**config.mk**
```make
export PLATFORM = sky130hd
export DESIGN_NAME = fruo_core
export DESIGN_NICKNAME = d
export VERILOG_FILES = /design/src/logic/fruo_file_mem.v /design/src/logic/fruo_core.v
export VERILOG_INCLUDE_DIRS = /design/src /design/src/common
export SDC_FILE = /design/constraint.sdc
export NUM_CORES = 1
export LEC_CHECK = 0
export BUFFER_PORTS_ARGS = -buffer_cell sky130_fd_sc_hd__clkbuf_2
export CORE_MARGIN = 4
export CORE_UTILIZATION = 63
export CTS_BUF_LIST = sky130_fd_sc_hd__clkbuf_2 sky130_fd_sc_hd__clkbuf_4 sky130_fd_sc_hd__clkbuf_8
export DETAILED_ROUTE_END_ITERATION = 7
export PLACE_DENSITY = 0.8
export SYNTH_ARGS = -nofsm -noshare
export SYNTH_HDL_FRONTEND = slang
export SYNTH_SLANG_ARGS = --single-unit
```
**constraint.sdc**
```tcl
create_clock -name clk_i -period 4.5 [get_ports clk_i]
set_clock_uncertainty 0.05 [all_clocks]
set_input_delay 0.675 -clock clk_i [delete_from_list [all_inputs] [get_ports clk_i]]
set_output_delay 0.675 -clock clk_i [all_outputs]
set_load 0.005 [all_outputs]
```
**src/common/fruo_defs.vh**
```
// Purpose: shared constants for the file-register unary datapath
// Assumes: 8-bit data, 32 file registers, wishbone register window
// Notes:   offsets are byte addresses of 32-bit words
`ifndef FRUO_DEFS_VH
`define FRUO_DEFS_VH

// ----------------------------------------------------------------
// register offsets
// ----------------------------------------------------------------
`define FRUO_OFF_CMD      6'h00
`define FRUO_OFF_ACC      6'h04
`define FRUO_OFF_STAT     6'h08
`define FRUO_OFF_WDOG     6'h0C
`define FRUO_OFF_FADDR    6'h10
`define FRUO_OFF_FDATA    6'h14
`define FRUO_OFF_CFG      6'h18

// ----------------------------------------------------------------
// command field layout
// ----------------------------------------------------------------
`define FRUO_CMD_FA_LSB   0
`define FRUO_CMD_FA_MSB   4
`define FRUO_CMD_DEST     5
`define FRUO_CMD_OP_LSB   8
`define FRUO_CMD_OP_MSB   10

// ----------------------------------------------------------------
// operation codes
// ----------------------------------------------------------------
`define FRUO_OP_NOP       3'h0
`define FRUO_OP_KICK      3'h1
`define FRUO_OP_CLEAR     3'h2
`define FRUO_OP_INVERT    3'h3
`define FRUO_OP_MINUS     3'h4
`define FRUO_OP_PLUS      3'h5
`define FRUO_OP_DNSKIP    3'h6
`define FRUO_OP_UPSKIP    3'h7

// ----------------------------------------------------------------
// status bits and reset values
// ----------------------------------------------------------------
`define FRUO_ST_ZERO      0
`define FRUO_ST_SLEEP_N   3
`define FRUO_ST_EXPIRY_N  4
`define FRUO_ST_BUSY      7
`define FRUO_ACC_RST      8'h00
`define FRUO_FILE_RST     8'h00
`define FRUO_WDOG_ZERO    8'h00
`define FRUO_PRE_ZERO     8'h00

`endif

```
**src/logic/fruo_file_mem.v**
```verilog
// Purpose: 32 x 8 file register memory, registered read
// Assumes: one write port, two read ports
// Notes:   read data appear one cycle after the address
`timescale 1ns/1ps
module fruo_file_mem #(
  parameter AW = 5,
  parameter DW = 8
) (
  // clock
  input  wire          clk_i,
  // write port
  input  wire          we_i,
  input  wire [AW-1:0] waddr_i,
  input  wire [DW-1:0] wdata_i,
  // read ports
  input  wire [AW-1:0] raddr_a_i,
  output reg  [DW-1:0] rdata_a_o,
  input  wire [AW-1:0] raddr_b_i,
  output reg  [DW-1:0] rdata_b_o
);

  reg [DW-1:0] mem [0:(1<<AW)-1];

  always @(posedge clk_i) begin
    if (we_i) begin
      mem[waddr_i] <= wdata_i;
    end
    rdata_a_o <= mem[raddr_a_i];
    rdata_b_o <= mem[raddr_b_i];
  end

endmodule

```
**src/logic/fruo_core.v**
```verilog
// Purpose: executes the watchdog-kick and file-register unary operations
// Assumes: one clk_i cycle per instruction phase; wishbone classic slave
// Notes:   operation is issued by writing the command register
//
// Notes on behaviour
// - kick loads watchdog counter with zero
// - kick clears prescaler only if watchdog-assigned
// - kick sets expiry and sleep flags, nothing else
// - file clear writes zero, sets zero flag
// - file address 0..31, destination bit 0/1
// - destination zero accumulator, one file register
// - invert: bitwise inverse, updates zero flag
// - minus one: decrement, updates zero flag
// - plus one: 8-bit wrapping increment, zero flag
// - count-down skip: decrement, skip on zero
// - count-up skip: increment, skip on wrap
// - skip discards prefetch, runs nop, three cycles
`timescale 1ns/1ps
`include "fruo_defs.vh"
module fruo_core #(
  parameter AW = 5,
  parameter DW = 8
) (
  // clock and reset
  input  wire          clk_i,
  input  wire          rst_i,
  // wishbone slave
  input  wire          wb_cyc_i,
  input  wire          wb_stb_i,
  input  wire          wb_we_i,
  input  wire [5:0]    wb_adr_i,
  input  wire [3:0]    wb_sel_i,
  input  wire [31:0]   wb_dat_i,
  output reg  [31:0]   wb_dat_o,
  output reg           wb_ack_o,
  // system side
  input  wire          pre_to_wdog_i,
  output reg           wdog_clear_o,
  output reg           pre_clear_o,
  output reg           skip_o,
  output reg           discard_fetch_o,
  output reg  [DW-1:0] watchdog_counter_o
);

  // ----------------------------------------------------------------
  // phases
  // ----------------------------------------------------------------
  localparam PH_IDLE = 2'h0;
  localparam PH_READ = 2'h1;
  localparam PH_EXEC = 2'h2;
  localparam PH_NOP  = 2'h3;

  reg  [1:0]    phase;
  reg  [2:0]    op;
  reg  [AW-1:0] faddr;
  reg           dest;
  reg  [DW-1:0] acc;
  reg           zero_flag;
  reg           expiry_flag_n;
  reg           sleep_flag_n;
  reg  [AW-1:0] dbg_addr;
  reg  [DW-1:0] prescaler;
  reg           cfg_pre_wdog;
  reg           pre_s1;
  reg           pre_s2;

  wire [DW-1:0] file_val;
  wire [DW-1:0] dbg_val;

  reg  [DW-1:0] next_result;
  reg           next_zero;
  reg           upd_zero;
  reg           do_skip;
  reg           mem_we;
  reg  [AW-1:0] mem_waddr;
  reg  [DW-1:0] mem_wdata;

  wire          bus_req = wb_cyc_i & wb_stb_i & ~wb_ack_o;
  wire          bus_wr  = bus_req & wb_we_i & wb_sel_i[0];
  wire          busy    = (phase != PH_IDLE);

  function is_addr;
    input [5:0] a;
    input [5:0] off;
    begin
      is_addr = (a[5:2] == off[5:2]);
    end
  endfunction

  // ----------------------------------------------------------------
  // file memory
  // ----------------------------------------------------------------
  fruo_file_mem #(
    .AW (AW),
    .DW (DW)
  ) u_mem (
    .clk_i     (clk_i),
    .we_i      (mem_we),
    .waddr_i   (mem_waddr),
    .wdata_i   (mem_wdata),
    .raddr_a_i (faddr),
    .rdata_a_o (file_val),
    .raddr_b_i (dbg_addr),
    .rdata_b_o (dbg_val)
  );

  // ----------------------------------------------------------------
  // prescaler ownership strap, from another domain
  // ----------------------------------------------------------------
  always @(posedge clk_i) begin
    if (rst_i) begin
      pre_s1 <= 1'b0;
      pre_s2 <= 1'b0;
    end else begin
      pre_s1 <= pre_to_wdog_i;
      pre_s2 <= pre_s1;
    end
  end

  // ----------------------------------------------------------------
  // operation datapath
  // ----------------------------------------------------------------
  always @* begin
    next_result = file_val;
    next_zero   = zero_flag;
    upd_zero    = 1'b0;
    do_skip     = 1'b0;
    case (op)
      `FRUO_OP_CLEAR: begin
        next_result = `FRUO_FILE_RST;
        next_zero   = 1'b1;
        upd_zero    = 1'b1;
      end
      `FRUO_OP_INVERT: begin
        next_result = ~file_val;
        next_zero   = (next_result == 8'h00);
        upd_zero    = 1'b1;
      end
      `FRUO_OP_MINUS: begin
        next_result = file_val - 8'h01;
        next_zero   = (next_result == 8'h00);
        upd_zero    = 1'b1;
      end
      `FRUO_OP_PLUS: begin
        next_result = file_val + 8'h01;
        next_zero   = (next_result == 8'h00);
        upd_zero    = 1'b1;
      end
      `FRUO_OP_DNSKIP: begin
        next_result = file_val - 8'h01;
        do_skip     = (next_result == 8'h00);
      end
      `FRUO_OP_UPSKIP: begin
        next_result = file_val + 8'h01;
        do_skip     = (next_result == 8'h00);
      end
      default: begin
        next_result = file_val;
      end
    endcase
  end

  // memory write: execute phase has priority over software load
  always @* begin
    mem_we    = 1'b0;
    mem_waddr = dbg_addr;
    mem_wdata = wb_dat_i[7:0];
    if (phase == PH_EXEC && op != `FRUO_OP_KICK && op != `FRUO_OP_NOP) begin
      mem_waddr = faddr;
      mem_wdata = next_result;
      mem_we    = (op == `FRUO_OP_CLEAR) | dest;
    end else if (bus_wr && is_addr(wb_adr_i, `FRUO_OFF_FDATA) && !busy) begin
      mem_we    = 1'b1;
    end
  end

  // ----------------------------------------------------------------
  // sequencer, accumulator and flags
  // ----------------------------------------------------------------
  always @(posedge clk_i) begin
    if (rst_i) begin
      phase           <= PH_IDLE;
      op              <= `FRUO_OP_NOP;
      faddr           <= {AW{1'b0}};
      dest            <= 1'b0;
      acc             <= `FRUO_ACC_RST;
      zero_flag       <= 1'b0;
      expiry_flag_n   <= 1'b1;
      sleep_flag_n    <= 1'b1;
      dbg_addr        <= {AW{1'b0}};
      prescaler       <= `FRUO_PRE_ZERO;
      cfg_pre_wdog    <= 1'b0;
      watchdog_counter_o <= `FRUO_WDOG_ZERO;
      wdog_clear_o    <= 1'b0;
      pre_clear_o     <= 1'b0;
      skip_o          <= 1'b0;
      discard_fetch_o <= 1'b0;
    end else begin
      wdog_clear_o    <= 1'b0;
      pre_clear_o     <= 1'b0;
      skip_o          <= 1'b0;
      discard_fetch_o <= 1'b0;
      watchdog_counter_o <= watchdog_counter_o + 8'h01;
      prescaler       <= prescaler + 8'h01;
      case (phase)
        PH_IDLE: begin
          if (bus_wr && is_addr(wb_adr_i, `FRUO_OFF_CMD)) begin
            op    <= wb_dat_i[`FRUO_CMD_OP_MSB:`FRUO_CMD_OP_LSB];
            faddr <= wb_dat_i[`FRUO_CMD_FA_MSB:`FRUO_CMD_FA_LSB];
            dest  <= wb_dat_i[`FRUO_CMD_DEST];
            phase <= PH_READ;
          end
        end
        PH_READ: begin
          phase <= PH_EXEC;
        end
        PH_EXEC: begin
          phase <= PH_IDLE;
          if (op == `FRUO_OP_KICK) begin
            watchdog_counter_o <= `FRUO_WDOG_ZERO;
            wdog_clear_o       <= 1'b1;
            if (cfg_pre_wdog | pre_s2) begin
              prescaler   <= `FRUO_PRE_ZERO;
              pre_clear_o <= 1'b1;
            end
            expiry_flag_n <= 1'b1;
            sleep_flag_n  <= 1'b1;
          end else if (op != `FRUO_OP_NOP) begin
            if (!dest && op != `FRUO_OP_CLEAR) begin
              acc <= next_result;
            end
            if (upd_zero) begin
              zero_flag <= next_zero;
            end
            if (do_skip) begin
              skip_o          <= 1'b1;
              discard_fetch_o <= 1'b1;
              phase           <= PH_NOP;
            end
          end
        end
        PH_NOP: begin
          phase <= PH_IDLE;
        end
        default: begin
          phase <= PH_IDLE;
        end
      endcase
      if (bus_wr && !busy) begin
        if (is_addr(wb_adr_i, `FRUO_OFF_ACC)) begin
          acc <= wb_dat_i[7:0];
        end
        if (is_addr(wb_adr_i, `FRUO_OFF_FADDR)) begin
          dbg_addr <= wb_dat_i[AW-1:0];
        end
        if (is_addr(wb_adr_i, `FRUO_OFF_CFG)) begin
          cfg_pre_wdog <= wb_dat_i[0];
        end
        if (is_addr(wb_adr_i, `FRUO_OFF_STAT)) begin
          zero_flag     <= wb_dat_i[`FRUO_ST_ZERO];
          sleep_flag_n  <= wb_dat_i[`FRUO_ST_SLEEP_N];
          expiry_flag_n <= wb_dat_i[`FRUO_ST_EXPIRY_N];
        end
      end
    end
  end

  // ----------------------------------------------------------------
  // wishbone answer, one cycle after request
  // ----------------------------------------------------------------
  always @(posedge clk_i) begin
    if (rst_i) begin
      wb_ack_o <= 1'b0;
      wb_dat_o <= 32'h00000000;
    end else begin
      wb_ack_o <= bus_req;
      wb_dat_o <= 32'h00000000;
      if (bus_req && !wb_we_i) begin
        if (is_addr(wb_adr_i, `FRUO_OFF_CMD)) begin
          wb_dat_o <= {21'h000000, op, 2'h0, dest, faddr};
        end else if (is_addr(wb_adr_i, `FRUO_OFF_ACC)) begin
          wb_dat_o <= {24'h000000, acc};
        end else if (is_addr(wb_adr_i, `FRUO_OFF_STAT)) begin
          wb_dat_o <= {24'h000000, busy, 2'h0, expiry_flag_n, sleep_flag_n,
                       2'h0, zero_flag};
        end else if (is_addr(wb_adr_i, `FRUO_OFF_WDOG)) begin
          wb_dat_o <= {16'h0000, prescaler, watchdog_counter_o};
        end else if (is_addr(wb_adr_i, `FRUO_OFF_FADDR)) begin
          wb_dat_o <= {27'h0000000, dbg_addr};
        end else if (is_addr(wb_adr_i, `FRUO_OFF_FDATA)) begin
          wb_dat_o <= {24'h000000, dbg_val};
        end else if (is_addr(wb_adr_i, `FRUO_OFF_CFG)) begin
          wb_dat_o <= {31'h00000000, cfg_pre_wdog};
        end
      end
    end
  end

endmodule

```
==> qor.yml <==
drt_pre_antenna_iters: 6
powerDensity_nw_per_um2: 346.2
cts_tree: "done"
ys.flop_type: "edfxtp_1"
tightestPinTransition_ps: 1411
grt_pass1_vias: 9596
route.detailed.drc: 0
postPlaceCellArea_um2: 16520
r2r_cells: 6
worstSetupStartpointType: "flop"
synth.avg_cell_area_um2: 15.62
ctsHoldBuffers: 0
synth_cells: 1023
cp.required_ps: 4650
fillerInstances: 1543
synthTopCellsByArea: "edfxtp_1 48%, mux4_2 23%, dfxtp_1 10%"
drive_above_1_share_pct: 31.91
critPathMaxStageDelay_ps: 950
hpwl_um: 24680
r2r_start: "op[2]$_SDFFE_PP0P_"
layout.nets: 1136
rsz0062_at_grt: "no"
fin_crit_sh_pct: 77.79
whs_path_depth: 3
grt_pass1_wl_um: 58000
critical_path.slowest_cell: "dfxtp_1"
setup_tns_ps: 0
dp_cells: 1358
gp_congestion: 0.8883
fin_crit_ps: 3501
ff_latch_area_um2: 9341
max_cap_viol_count: 0
cts_resized: 0
antenna_left: 0
reg2reg_to: "u_mem.mem[24][0]$_DFFE_PP_"
cts_buffer_depth: 3
yosysSeqAreaShare_pct: 58.39
drv_slew: 0
cts.sinks: 338
hold_violations: 0
syn_area_um2: 15980
clock.fmax_mhz: 285.7
hold_path_startpoint: "wb_dat_i[8]"
synth_top_area_share_pct: 48.12
slew_headroom_pct: 5.928
worst_setup_path_end_kind: "flop"
worstPathArrival_ps: 3650
avgRoutedWirePerCell_um: 25.74
cp_cell_sequence: "nor2_1 -> nor2_1 -> buf_4 -> mux2i_1 -> nand2_1 -> nor2_1"
htree_levels: 2
synth-seq-cells: 338
async_flop_share_pct: 0
cpMostUsedCell: "nor2_1"
areaGrowthSynthToFinish_pct: 10.02
worst-path-stages: 6
rows: 58
synth-edff-count: 256
vias: 9795
fp.dieH_um: 167.2
yosys_warnings: 0
antenna_found_initial: 0
rrSetupSlack_ps: 1000
design_area_um2: 17580
hold_end: "op[0]$_SDFFE_PP0P_"
numPortBuffers: 50
post-synth-top-count-cell: "edfxtp_1"
crit_type: "reg2reg"
synth_top_area_cell: "edfxtp_1"
synth_common_cells: "256 x edfxtp_1, 160 x mux4_2, 105 x nor2_1, 82 x dfxtp_1, 47 x clkbuf_1"
track_usage_pct: 27.04
crit_buf_inv: 1
drtIter0Drc: 1555
setup_violations: 0
cts_setup_buffers: 0
cp_max_fo: 24
numCtsBuffers: 52
core_um2: 25040
whs_ps: 292.2
viasPerCell: 6.746
grt_max_degree: 56
multiInputGateArea_um2: 6232
globalRouteOverflowTotal: 0
dieWidth_um: 167.2
clock_latency_ps: 580
start_util_pct: 63.81
cts_root_buffer: "clkbuf_8"
min_path_type: "in2reg"
fin_cells: 1452
ios: 93
outcome: "finished clean"
synth_cell_types: 51
irDropWorstVdd_uv: 215.1
routed_wl_um: 37370
cts.clk_slew.worst_paths_ps: 70
n_antenna_cell: 0
path_delay_family: "simple AND/OR/NAND/NOR gates"
dieArea_um2: 27970
cellLeakagePower_nw: 5.796
[final cells by class]
class	count	area share (%)
clock buffers	80	5.552
clock inverters	14	0.4769
repair buffers	79	2.805
multi-input cells	601	35.46
flip-flops and latches	338	53.15
inverters	10	0.2136
well taps	330	2.349
[worst reg2reg max path: stages (launching register included)]
cell,delay [ps]
dfxtp_1,950
nor2_1,190
nor2_1,160
buf_4,220
mux2i_1,620
nand2_1,280
nor2_1,660
[metal layers]
metal,routed length (um),track usage [%],up-vias,part of all wire [%]
li1,-,-,4158,-
met1,13920,38.53,4879,37
met2,18100,42.57,669,48
met3,4215,6.445,89,11
met4,1135,8.327,0,3.0
met5,0,0,-,0
[through the flow]
step / setup slack [ps] / power [mW] / utilization, %
final: 999.3 / 6.086 / 70.20
after detailed placement: 1144 / 3.568 / 65.97
after floorplan: 1119 / 3.522 / -
after CTS: 1123 / 6.114 / 70.20
after global placement: 1234 / 3.563 / 65.97
after global routing: 771.1 / 6.288 / 70.20
[worst max-delay path by stage]
stage,from,endpoint
2_1_floorplan,u_mem.rdata_a_o[0]$_DFF_P_,u_mem.mem[0][6]$_DFFE_PP_
3_3_place_gp,op[2]$_SDFFE_PP0P_,u_mem.mem[25][6]$_DFFE_PP_
3_5_place_dp,op[2]$_SDFFE_PP0P_,u_mem.mem[16][1]$_DFFE_PP_
6_report,op[2]$_SDFFE_PP0P_,u_mem.mem[24][0]$_DFFE_PP_
5_1_grt,op[2]$_SDFFE_PP0P_,u_mem.mem[9][7]$_DFFE_PP_
4_1_cts,op[2]$_SDFFE_PP0P_,u_mem.mem[25][4]$_DFFE_PP_
[power breakdown]
group	internal [mW]	switching [mW]	leakage, nW	total (mW)
logic	0.0402	0.0968	2.26	0.137
clock network	1.43	1.15	0.567	2.58
registers	3.36	0.0125	2.97	3.37
[state kept, by name (all words and copies together), names as in the netlist, 2 cells and up]
name	flops
acc	8
dbg_addr	5
faddr	5
op	3
phase	2
prescaler	8
u_mem.mem	256
u_mem.rdata_a_o	8
u_mem.rdata_b_o	8
watchdog_counter_o	8
wb_dat_o	16
[placed cells by master, fill, tap and decap left out, types with 7 or more instances in the layout]
| master | count |
|---|---|
| mux2i_1 | 24 |
| mux4_2 | 160 |
| nand3_1 | 24 |
| o21ai_2 | 8 |
| nor3_1 | 22 |
| xor2_1 | 17 |
| and3_1 | 7 |
| nor2b_1 | 7 |
| dfxtp_1 | 78 |
| clkbuf_8 | 60 |
| a21oi_1 | 30 |
| a211oi_1 | 8 |
| a21o_1 | 7 |
| nand2_1 | 42 |
| nand2b_1 | 13 |
| inv_1 | 10 |
| buf_4 | 27 |
| conb_1 | 16 |
| mux2_2 | 17 |
| clkbuf_4 | 20 |
| clkbuf_2 | 50 |
| clkinv_1 | 9 |
| a22oi_1 | 9 |
| nor2_1 | 105 |
| edfxtp_1 | 256 |
| o21ai_0 | 13 |
| or3_1 | 7 |
[logic make-up (layout without fill, tap and decap cells)]
kind of cell / count (synthesis) / count (layout) / synth area share, %
xor gates and xnor gates: 20 / 20 / 1.096
DFF: 338 / 338 / 58.39
muxes: 201 / 201 / 25.26
AOI/OAI and AO/OA: 99 / 99 / 3.924
and+or+nand+nor: 259 / 259 / 7.698
buffers and inverters: 99 / 183 / 3.140
other: 1 / 16 / 0.02347
adders and majority gates: 6 / 6 / 0.4699
(Power assumes the default switching activity.)
